$ cat src/logic/tcp_defines.svh
`ifndef TCP_DEFINES_SVH
`define TCP_DEFINES_SVH

// timing
`define TCP_CLK_PERIOD_NS 25
`define TCP_TICK_NS 1000
`define TCP_CYC_PER_US (`TCP_TICK_NS / `TCP_CLK_PERIOD_NS)

// register port
`define TCP_ADDR_W 8
`define TCP_OFF_GLOBAL 8'h00
`define TCP_OFF_CHCTL 8'h04
`define TCP_OFF_PER1 8'h08
`define TCP_OFF_PCT1 8'h14
`define TCP_OFF_DELAY 8'h20
`define TCP_OFF_STATUS 8'h24
`define TCP_OFF_STRIDE 8'h04

// fields
`define TCP_CHCTL_ON_LSB 0
`define TCP_CHCTL_POL_LSB 4
`define TCP_STAT_RUN_LSB 0
`define TCP_STAT_LVL_LSB 4
`define TCP_STAT_SEQ_BIT 8

// global mode codes
`define TCP_GLOBAL_OFF 8'h00
`define TCP_GLOBAL_EACH 8'h01
`define TCP_GLOBAL_ALL 8'h7B

// reset values and limits
`define TCP_PER_RST 13'h0001
`define TCP_PER_MIN 13'h0001
`define TCP_PER_MAX 13'h1388
`define TCP_DUTY_RST 7'h01
`define TCP_DUTY_MIN 7'h01
`define TCP_DUTY_MAX 7'h63
`define TCP_DELAY_RST 13'h0000
`define TCP_DELAY_MAX 13'h1388

`endif

$ cat src/logic/tcp_pkg.sv
package tcp_pkg;
	typedef enum logic [1:0] {
		TCP_SEQ_IDLE = 2'b01,
		TCP_SEQ_STAGGER = 2'b10
	} tcp_seq_e;
	typedef logic [12:0] tcp_us_t;
	typedef logic [6:0] tcp_pct_t;
endpackage

$ cat src/logic/tcp_top.sv
// Local design decisions: the placing of the registers and the strobed register port.
`timescale 1ns/10ps
`include "tcp_defines.svh"
// Overview of operation
// - code 123 enables all channels, synchronised
// - global off disables all; reset default
// - per-channel enable, default off, no waveform
// - per-channel first-phase level, default low
// - period 1 to 5000 us, default 1
// - first-phase percent 1 to 99, default 1
// - clamp percent to 1..99, never constant
// - shared delay staggers channel 2, then 3
// - single setting updates keep all others
// - outputs only, no capture of inputs
module tcp_top #(
	parameter int CYC = `TCP_CYC_PER_US,
	parameter int SUB_W = 6,
	parameter int PER_W = 13,
	parameter int PCT_W = 7,
	parameter int NCH = 3
) (
	// clock and reset
	input wire logic clk,
	input wire logic rst,
	// register port
	input wire logic [`TCP_ADDR_W-1:0] addr,
	input wire logic [31:0] wdata,
	input wire logic we,
	input wire logic re,
	output logic [31:0] rdata,
	// pulse outputs
	output logic pulse_out_a,
	output logic pulse_out_b,
	output logic pulse_out_c
);
	import tcp_pkg::*;

	localparam int CW = PER_W + 1;

	logic [7:0] glob_q, glob_d;
	logic [NCH-1:0] on_q, on_d, pol_q, pol_d;
	logic [PER_W-1:0] per_q [NCH];
	logic [PER_W-1:0] per_d [NCH];
	logic [PCT_W-1:0] duty_q [NCH];
	logic [PCT_W-1:0] duty_d [NCH];
	logic [PER_W-1:0] delay_q, delay_d;
	logic [31:0] rdata_q, rdata_d;

	tcp_seq_e seq_q, seq_d;
	logic [CW-1:0] cnt_q, cnt_d;
	logic [PER_W-1:0] delay_sh_q, delay_sh_d;
	logic [NCH-1:0] done_q, done_d;
	logic any_q, all_q;

	logic tick;
	logic [SUB_W-1:0] sub;
	logic [NCH-1:0] en_eff, launch, run, lvl, pulse;
	logic any_en, mode_all, start;

	function automatic logic [PER_W-1:0] clamp_per(input logic [31:0] v);
		if (v < 32'(`TCP_PER_MIN)) begin
			return `TCP_PER_MIN;
		end else if (v > 32'(`TCP_PER_MAX)) begin
			return `TCP_PER_MAX;
		end
		return v[PER_W-1:0];
	endfunction

	function automatic logic [PCT_W-1:0] clamp_pct(input logic [31:0] v);
		if (v < 32'(`TCP_DUTY_MIN)) begin
			return `TCP_DUTY_MIN;
		end else if (v > 32'(`TCP_DUTY_MAX)) begin
			return `TCP_DUTY_MAX;
		end
		return v[PCT_W-1:0];
	endfunction

	function automatic logic [PER_W-1:0] clamp_delay(input logic [31:0] v);
		if (v > 32'(`TCP_DELAY_MAX)) begin
			return `TCP_DELAY_MAX;
		end
		return v[PER_W-1:0];
	endfunction

	// settings registers
	always_comb begin
		glob_d = glob_q;
		on_d = on_q;
		pol_d = pol_q;
		delay_d = delay_q;
		for (int i = 0; i < NCH; i++) begin
			per_d[i] = per_q[i];
			duty_d[i] = duty_q[i];
		end
		if (we) begin
			// each write touches one register only; a CHCTL write sets both the enables and the levels
			if (addr == `TCP_OFF_GLOBAL) begin
				glob_d = wdata[7:0];
			end
			if (addr == `TCP_OFF_CHCTL) begin
				on_d = wdata[`TCP_CHCTL_ON_LSB +: NCH];
				pol_d = wdata[`TCP_CHCTL_POL_LSB +: NCH];
			end
			if (addr == `TCP_OFF_DELAY) begin
				delay_d = clamp_delay(wdata);
			end
			for (int i = 0; i < NCH; i++) begin
				if (addr == `TCP_OFF_PER1 + 8'(i * 4)) begin
					per_d[i] = clamp_per(wdata);
				end
				if (addr == `TCP_OFF_PCT1 + 8'(i * 4)) begin
					duty_d[i] = clamp_pct(wdata);
				end
			end
		end
	end

	always_ff @(posedge clk or posedge rst) begin
		if (rst) begin
			glob_q <= `TCP_GLOBAL_OFF;
			on_q <= '0;
			pol_q <= '0;
			delay_q <= `TCP_DELAY_RST;
			for (int i = 0; i < NCH; i++) begin
				per_q[i] <= `TCP_PER_RST;
				duty_q[i] <= `TCP_DUTY_RST;
			end
		end else begin
			glob_q <= glob_d;
			on_q <= on_d;
			pol_q <= pol_d;
			delay_q <= delay_d;
			for (int i = 0; i < NCH; i++) begin
				per_q[i] <= per_d[i];
				duty_q[i] <= duty_d[i];
			end
		end
	end

	// read port
	always_comb begin
		rdata_d = '0;
		if (re) begin
			case (addr)
				`TCP_OFF_GLOBAL: rdata_d = {24'h000000, glob_q};
				`TCP_OFF_CHCTL: begin
					rdata_d[`TCP_CHCTL_ON_LSB +: NCH] = on_q;
					rdata_d[`TCP_CHCTL_POL_LSB +: NCH] = pol_q;
				end
				`TCP_OFF_DELAY: rdata_d = 32'(delay_q);
				`TCP_OFF_STATUS: begin
					rdata_d[`TCP_STAT_RUN_LSB +: NCH] = run;
					rdata_d[`TCP_STAT_LVL_LSB +: NCH] = pulse;
					rdata_d[`TCP_STAT_SEQ_BIT] = (seq_q == TCP_SEQ_STAGGER);
				end
				default: begin
					for (int i = 0; i < NCH; i++) begin
						if (addr == `TCP_OFF_PER1 + 8'(i * 4)) begin
							rdata_d = 32'(per_q[i]);
						end
						if (addr == `TCP_OFF_PCT1 + 8'(i * 4)) begin
							rdata_d = 32'(duty_q[i]);
						end
					end
				end
			endcase
		end
	end

	always_ff @(posedge clk or posedge rst) begin
		if (rst) begin
			rdata_q <= '0;
		end else begin
			rdata_q <= rdata_d;
		end
	end

	assign rdata = rdata_q;

	// channel enables
	always_comb begin
		mode_all = (glob_q == `TCP_GLOBAL_ALL);
		for (int i = 0; i < NCH; i++) begin
			en_eff[i] = mode_all || (glob_q == `TCP_GLOBAL_EACH && on_q[i]);
		end
		any_en = |en_eff;
		start = (any_en && !any_q) || (mode_all && !all_q);
	end

	// start sequencer with staggered launches
	always_comb begin
		seq_d = seq_q;
		cnt_d = cnt_q;
		delay_sh_d = delay_sh_q;
		done_d = done_q;
		launch = '0;
		case (seq_q)
			TCP_SEQ_IDLE: begin
				if (start) begin
					seq_d = TCP_SEQ_STAGGER;
					cnt_d = '0;
					delay_sh_d = delay_q;
					done_d = '0;
				end else begin
					// late individual enable joins at the next tick
					launch = tick ? (en_eff & ~run) : '0;
				end
			end
			TCP_SEQ_STAGGER: begin
				if (!any_en) begin
					seq_d = TCP_SEQ_IDLE;
				end else if (tick) begin
					for (int i = 0; i < NCH; i++) begin
						if (!done_q[i] && cnt_q == CW'(i) * CW'(delay_sh_q)) begin
							launch[i] = en_eff[i];
							done_d[i] = 1'b1;
						end
					end
					cnt_d = cnt_q + CW'(1);
					if (&done_d) begin
						seq_d = TCP_SEQ_IDLE;
					end
				end
			end
			default: seq_d = TCP_SEQ_IDLE;
		endcase
	end

	always_ff @(posedge clk or posedge rst) begin
		if (rst) begin
			seq_q <= TCP_SEQ_IDLE;
			cnt_q <= '0;
			delay_sh_q <= `TCP_DELAY_RST;
			done_q <= '0;
			any_q <= 1'b0;
			all_q <= 1'b0;
		end else begin
			seq_q <= seq_d;
			cnt_q <= cnt_d;
			delay_sh_q <= delay_sh_d;
			done_q <= done_d;
			any_q <= any_en;
			all_q <= mode_all;
		end
	end

	tcp_tick_gen #(
		.CYC(CYC),
		.SUB_W(SUB_W)
	) u_tick (
		.clk(clk),
		.rst(rst),
		.tick(tick),
		.sub(sub)
	);

	generate
		for (genvar g = 0; g < NCH; g++) begin : g_ch
			tcp_channel #(
				.CYC(CYC),
				.SUB_W(SUB_W),
				.PER_W(PER_W),
				.PCT_W(PCT_W)
			) u_ch (
				.clk(clk),
				.rst(rst),
				.tick(tick),
				.sub(sub),
				.en(en_eff[g]),
				.launch(launch[g]),
				.period(per_q[g]),
				.duty(duty_q[g]),
				.pol(pol_q[g]),
				.running(run[g]),
				.level(lvl[g]),
				.pulse(pulse[g])
			);
		end
	endgenerate

	// outputs only: nothing here samples the pins
	assign pulse_out_a = pulse[0];
	assign pulse_out_b = pulse[1];
	assign pulse_out_c = pulse[2];
endmodule

$ cat src/logic/tcp_tick_gen.sv
`timescale 1ns/10ps
`include "tcp_defines.svh"
module tcp_tick_gen #(
	parameter int CYC = `TCP_CYC_PER_US,
	parameter int SUB_W = 6
) (
	// clock and reset
	input wire logic clk,
	input wire logic rst,
	// common time base
	output logic tick,
	output logic [SUB_W-1:0] sub
);
	import tcp_pkg::*;

	logic [SUB_W-1:0] sub_q, sub_d;

	assign tick = (sub_q == SUB_W'(CYC - 1));
	assign sub = sub_q;

	always_comb begin
		sub_d = tick ? '0 : sub_q + SUB_W'(1);
	end

	always_ff @(posedge clk or posedge rst) begin
		if (rst) begin
			sub_q <= '0;
		end else begin
			sub_q <= sub_d;
		end
	end
endmodule

$ cat src/logic/tcp_channel.sv
`timescale 1ns/10ps
`include "tcp_defines.svh"
module tcp_channel #(
	parameter int CYC = `TCP_CYC_PER_US,
	parameter int SUB_W = 6,
	parameter int PER_W = 13,
	parameter int PCT_W = 7
) (
	// clock and reset
	input wire logic clk,
	input wire logic rst,
	// time base
	input wire logic tick,
	input wire logic [SUB_W-1:0] sub,
	// settings
	input wire logic en,
	input wire logic launch,
	input wire logic [PER_W-1:0] period,
	input wire logic [PCT_W-1:0] duty,
	input wire logic pol,
	// state and output
	output logic running,
	output logic level,
	output logic pulse
);
	import tcp_pkg::*;

	localparam int THR_W = 25;

	logic run_q, run_d, pol_sh_q, pol_sh_d, out_q, out_d;
	logic [PER_W-1:0] us_q, us_d, per_sh_q, per_sh_d;
	logic [THR_W-1:0] thr_sh_q, thr_sh_d, pos;
	logic last_us, last_cyc, load, first;

	always_comb begin
		last_us = (us_q == per_sh_q - PER_W'(1));
		last_cyc = last_us && (sub == SUB_W'(CYC - 1));
		pos = THR_W'(us_q) * THR_W'(CYC) + THR_W'(sub);
		// last clock of the period always shows the second phase
		first = (pos * THR_W'(100) < thr_sh_q) && !last_cyc;
		level = first ? pol_sh_q : !pol_sh_q;
		load = (launch && tick) || (run_q && tick && last_us);
		run_d = en ? (run_q || (launch && tick)) : 1'b0;
		us_d = us_q;
		if (load) begin
			us_d = '0;
		end else if (run_q && tick) begin
			us_d = us_q + PER_W'(1);
		end
		per_sh_d = load ? period : per_sh_q;
		pol_sh_d = load ? pol : pol_sh_q;
		thr_sh_d = load ? THR_W'(period) * THR_W'(CYC) * THR_W'(duty) : thr_sh_q;
		out_d = run_q && en && level;
	end

	always_ff @(posedge clk or posedge rst) begin
		if (rst) begin
			run_q <= 1'b0;
			us_q <= '0;
			per_sh_q <= `TCP_PER_RST;
			thr_sh_q <= '0;
			pol_sh_q <= 1'b0;
			out_q <= 1'b0;
		end else begin
			run_q <= run_d;
			us_q <= us_d;
			per_sh_q <= per_sh_d;
			thr_sh_q <= thr_sh_d;
			pol_sh_q <= pol_sh_d;
			out_q <= out_d;
		end
	end

	assign running = run_q;
	assign pulse = out_q;
endmodule

$ cat config.mk
export PLATFORM = sky130hd
export DESIGN_NAME = tcp_top
export DESIGN_NICKNAME = d
export VERILOG_FILES = /design/src/logic/tcp_pkg.sv /design/src/logic/tcp_top.sv /design/src/logic/tcp_tick_gen.sv /design/src/logic/tcp_channel.sv
export VERILOG_INCLUDE_DIRS = /design/src /design/src/logic
export SDC_FILE = /design/constraint.sdc
export NUM_CORES = 2
export LEC_CHECK = 0
export BUFFER_PORTS_ARGS = -buffer_cell sky130_fd_sc_hd__buf_2
export CAP_MARGIN = 20
export CORE_MARGIN = 10
export CORE_UTILIZATION = 50
export CTS_BUF_LIST = sky130_fd_sc_hd__clkbuf_4 sky130_fd_sc_hd__clkbuf_8
export DETAILED_ROUTE_END_ITERATION = 6
export GPL_TIMING_DRIVEN = 0
export PLACE_DENSITY = 0.74
export SYNTH_ARGS = -nofsm -noshare
export SYNTH_HDL_FRONTEND = slang
export SYNTH_HIERARCHICAL = 1
export SYNTH_SLANG_ARGS = --single-unit
$ cat constraint.sdc
create_clock -name clk -period 9 [get_ports clk]
set_input_delay 1.8 -clock clk [delete_from_list [all_inputs] [get_ports clk]]
set_output_delay 1.8 -clock clk [all_outputs]
set_load 0.02 [all_outputs]
Word-level counts from Yosys, hierarchy flattened:

Index checks and enable logic that the tools add are counted.

* bits in registers: 312
* bits of input ports: 44
* output and inout port bits: 35
* logic and storage cells: 252

* $add $sub $neg: 11
* multipliers: 12
* order comparisons: 6
* eq/ne operators: 24
* mux-type cells: 88
* bitwise gates (word level): 2
* reduce and logical (&&, ||, !) cells: 73

Operator list (number)
* $mux 32: 6
* $mux 13: 13
* $mul 13x3->16 const B: 6
* $lt 25x25->1: 3
* $mul 25x5->23 const B: 3
* $mul 16x7->22: 3
* $add 19x6->20: 3
* $pmux 23 s2: 1
* $mux 14: 3
* $add 13x1->13 const B: 3
* $eq 13x13->1: 3
* $mux 1: 39
* $sub 13x1->13 const B: 3
* $mux 7: 5
* $eq 8x5->1 const B: 4
* $gt 32x13->1 const B: 1
* $gt 32x7->1 const B: 1
* $lt 32x1->1 const B: 1
* $logic_and 1x1->1: 29
* $pmux 14 s2: 1
* $pmux 3 s4: 2
* $mux 3: 7
* $reduce_and 2->1: 10
* $eq 8x4->1 const B: 2
* 30 further kinds: 64

Longest topological paths before layout:

* depth after elaboration: 11
* depth in mapped cells: 33
* mapped depth without buffers: 33

By module:

Netlist, hierarchy kept.

By module, submodules not included
* tcp_channel at g_ch[1].u_ch: instances 1, cells each 1085, area an instance 9608.0 um2, seq. area each 1277.5 um2
* tcp_channel at g_ch[0].u_ch: instances 1, cells each 1064, area an instance 9545.4 um2, seq. area each 1277.5 um2
* tcp_channel at g_ch[2].u_ch: instances 1, cells each 1068, area an instance 9427.8 um2, seq. area each 1277.5 um2
* tcp_top: instances 1, cells each 697, area an instance 6961.7 um2, seq. area each 3362.0 um2
* tcp_tick_gen: instances 1, cells each 22, area an instance 255.2 um2, seq. area each 150.1 um2

Worst setup path before layout:

No wires, ideal clock.

* path kind: register to register
* start point: register g_ch[2].u_ch.us_q[1]
* end point: register g_ch[2].u_ch.out_q
* library setup time: 0.120 ns
* data arrival time: 6.968 ns
* data required time: 8.880 ns
* slack: 1.913 ns
* stages on the path, launching flop included: 30
* path buffers: 0
* clock period less this slack: 7.087 ns
* cell sequence: dfrtp_1 > ha_1 > ha_1 > inv_1 > fa_1 > nand3b_1 > o21ai_0 > or4b_2 > nor3_1 > nand4_1 > nor3_1 > xnor2_1 > inv_1 > ha_1 > ha_1 > inv_1 > fa_1 > inv_1 > ha_1 > or3_1 > o211ai_1 > o21ai_0 > xnor2_1 > ha_1 > nand4_1 > or2_2 > or3_1 > o21ai_0 > xor2_1 > and3_1

* longest elaborated chain between the ends: 7
* elaborated cells between the ends (all ways): 10
* classes of those cells: add/sub: 1; mul: 2; order compare: 1; eq/ne: 1; mux: 1; reduce/logical: 4

Ends and longest elaborated chain
* from (decl): line tcp_channel.sv:31 `logic [PER_W-1:0] us_q, us_d, per_sh_q, per_sh_d;`
* from (signal assigned): line tcp_channel.sv:66 `us_q <= us_d;`
* $mul 13x3->16: line tcp_channel.sv:38 `pos = THR_W'(us_q) * THR_W'(CYC) + THR_W'(sub);`
* $add 19x6->20: line tcp_channel.sv:38
* $mul 25x5->23: line tcp_channel.sv:40 `first = (pos * THR_W'(100) < thr_sh_q) && !last_cyc;`
* $lt 25x25->1: line tcp_channel.sv:40
* $logic_and 1x1->1 (*): line tcp_channel.sv:40
* $mux 1 (*): line tcp_channel.sv:41 `level = first ? pol_sh_q : !pol_sh_q;`
* via lvl[2]: line tcp_top.sv:57 `logic [NCH-1:0] en_eff, launch, run, lvl, pulse;`
* $logic_and 1x1->1 (*): line tcp_channel.sv:53 `out_d = run_q && en && level;`
* via g_ch[2].u_ch.out_d: line tcp_channel.sv:30 `logic run_q, run_d, pol_sh_q, pol_sh_d, out_q, out_d;`
* to (signal assigned): line tcp_channel.sv:70 `out_q <= out_d;`
* to (decl): line tcp_channel.sv:30

The timed path passes the listed nets; every way through them passes the cells marked *.
A chain may end at the register's enable or synchronous reset.

Final worst setup path:

Same ends and word-level chain as after synthesis.

==> results.toml <==
[run_status]
status = "complete, but fails checks"
violations = "DRC"

[yosys]
yosys_warnings = 6
syn_avg_cell_area_um2 = 9.10
syn_area_um2 = 35800
syn_inst = 3934

[routing]
detail-route-antenna-nets = 0
num_vias = 28200
first_pass_iters = 7
drc = 15
via_per_inst = 5.58
wl_per_cell_um = 16.9
drt_iter0_drc = 2004
wirelength_um = 85600

[global_routing]
grt_pass1_wl_um = 142000
met2_usage = 0.338
antenna_found_initial = 3
grt.total_usage = 0.208
grtUsageMet3 = 0.0401
met1_usage = 0.276
grt_max_degree = 90
busiest_layer = "met2"
overflow = 0
grt_pass1_vias = 27800

[power_and_ir_drop]
vdd_drop_max_v = 0.000151
p_clk_frac = 0.453
p_switching_uw = 840
power_density_nw_per_um2 = 80.6
internal_power_mw = 2.27
sw_frac_of_total = 0.270
leakage_nw = 20.2
seqPwrFrac = 0.446
finalPower_mw = 3.11
pwr-share-comb = 0.101

[floorplanning]
die_x_um = 288
start_util = 0.502
core_area_um2 = 71200
rows = 98
ios = 79
dieArea_um2 = 82700
fp.dieH_um = 288

[clocking]
postCtsSetupBuffers = 0
ctsHoldBuffers = 0
clockBufferDepth = 3
cts_max_level = 2
cts_resized = 0
root_buffer = "clkbuf_8"
numCtsBuffers = 50
clock_sinks = 293
cts_tree = "yes"
clk_latency_ns = 0.68
clk_pin_slew_ns = 0.06

[setup_path]
crit_path_max_fanout = 7
crit_type = "reg -> reg"
start_kind = "register"
path_depth = 30
worstPathRequired_ns = 9.55
crit_buf_inv = 3
cp_top_family = "adder cells"
worstRegToRegCells = 30
cp-end-kind = "register"
arrival_ns = 8.61
critPathMaxStageDelay_ns = 0.66
worstReg2RegStart = "g_ch[2].u_ch/us_q[1]$_DFFE_PP0P_"
crit_path_start = "g_ch[2].u_ch/us_q[1]$_DFFE_PP0P_"
crit_top_cell = "ha_1"
cp_slowest_cell = "or4b_2"

[cells_and_area]
layout-drive-gt1-share = 0.0869
final_core_util = 0.542
n_fill_cell = 6277
nets = 4875
multi_input_area_um2 = 26200
seqCellArea_um2 = 7340
syn2layout_area_growth_pct = 7.96
layout_commonest_cell = "ha_1"
mostFrequentLayoutCells = "506 x ha_1, 464 x nand2_1, 453 x inv_1"

[timing]
fin_tns_setup_ns = 0
finalCriticalPeriod_ns = 8.07
finalHoldViolCount = 0
worst_pin_slew_ns = 1.23
finalSetupViolCount = 0
finalMaxSlewViolations = 0
timing.fmax_ghz = 0.124
finClkSkew_ns = 0.0611
rsz0062_at_grt = "no"
slew_headroom = 0.173
fin_crit_sh = 0.896
setup_ws_ns = 0.934

[min_path]
min_path_type = "reg -> reg"
min_from = "g_ch[0].u_ch/thr_sh_q[14]$_DFFE_PP0N_"
hold_depth = 2

[placement]
io_buffers = 58
routabilityCongestion = 0.977
place_ws_ns = 0.916
detailed_place_hpwl_um = 69200

[flow_run]
maxCapViolCount = 0
[worst paths after layout]
path	slack, ns	end
max	0.93	g_ch[2].u_ch/pulse$_DFF_PP0_
min	0.48	g_ch[0].u_ch/thr_sh_q[14]$_DFFE_PP0N_
max reg2reg	0.93	g_ch[2].u_ch/pulse$_DFF_PP0_
min reg2reg	0.48	g_ch[0].u_ch/thr_sh_q[14]$_DFFE_PP0N_
max in group asynchronous	6.90	per_q[26]$_DFFE_PP1P_
min in group asynchronous	1.22	g_ch[1].u_ch/thr_sh_q[5]$_DFFE_PP0N_
[tightest hold or removal path, cell delays in order, from the launching register on]
cell	delay, ns
dfrtp_1	0.34
nand2_1	0.05
o21ai_1	0.06
[sequential cells by signal, indices dropped and copies added, names as in the netlist]
| signal | flops |
|---|---|
| all_q | 1 |
| any_q | 1 |
| cnt_q | 14 |
| delay_q | 13 |
| delay_sh_q | 13 |
| done_q | 3 |
| duty_q | 21 |
| g_ch.u_ch/per_sh_q | 39 |
| g_ch.u_ch/pol_sh_q | 3 |
| g_ch.u_ch/pulse | 3 |
| g_ch.u_ch/running | 3 |
| g_ch.u_ch/thr_sh_q | 66 |
| g_ch.u_ch/us_q | 39 |
| glob_q | 8 |
| on_q | 3 |
| per_q | 39 |
| pol_q | 3 |
| rdata | 13 |
| seq_q | 2 |
| u_tick/sub | 6 |
[through the flow]
step | area [um^2] | instances | hold slack [ns]
after CTS | 38600 | 5056 | 0.487
after detailed placement | 37400 | 4965 | 0.473
final | 38600 | 5059 | 0.482
after global placement | 37300 | 4960 | 0.464
after floorplan | 35800 | 3952 | 0.447
after global routing | 38600 | 5058 | 0.512
[per-layer routing]
metal	part of all wire	vias to the layer above
met5	0.00015	-
met4	0.027	2
met3	0.068	171
met2	0.46	835
met1	0.44	13600
li1	-	13700
[power by group through the flow]
| stage | logic, mW | registers (mW) | clock network [mW] |
|---|---|---|---|
| final | 0.314 | 1.39 | 1.41 |
| after global routing | 0.349 | 1.39 | 1.49 |
| after CTS | 0.311 | 1.39 | 1.43 |
| after detailed placement | 0.309 | 1.41 | 0 |
| after global placement | 0.297 | 1.41 | 0 |
| after floorplan | 0.221 | 1.39 | 0 |
[cell type report]
type,instances,share of cell area
multi-input combinational,3090,0.677
sequential,293,0.190
inverter,457,0.0445
tap,950,0.0308
clock buffer,74,0.0244
buffer,112,0.0162
timing repair buffer,63,0.0102
clock inverter,17,0.00628
antenna,3,0.000194
Power figures use the tool's default switching activity.
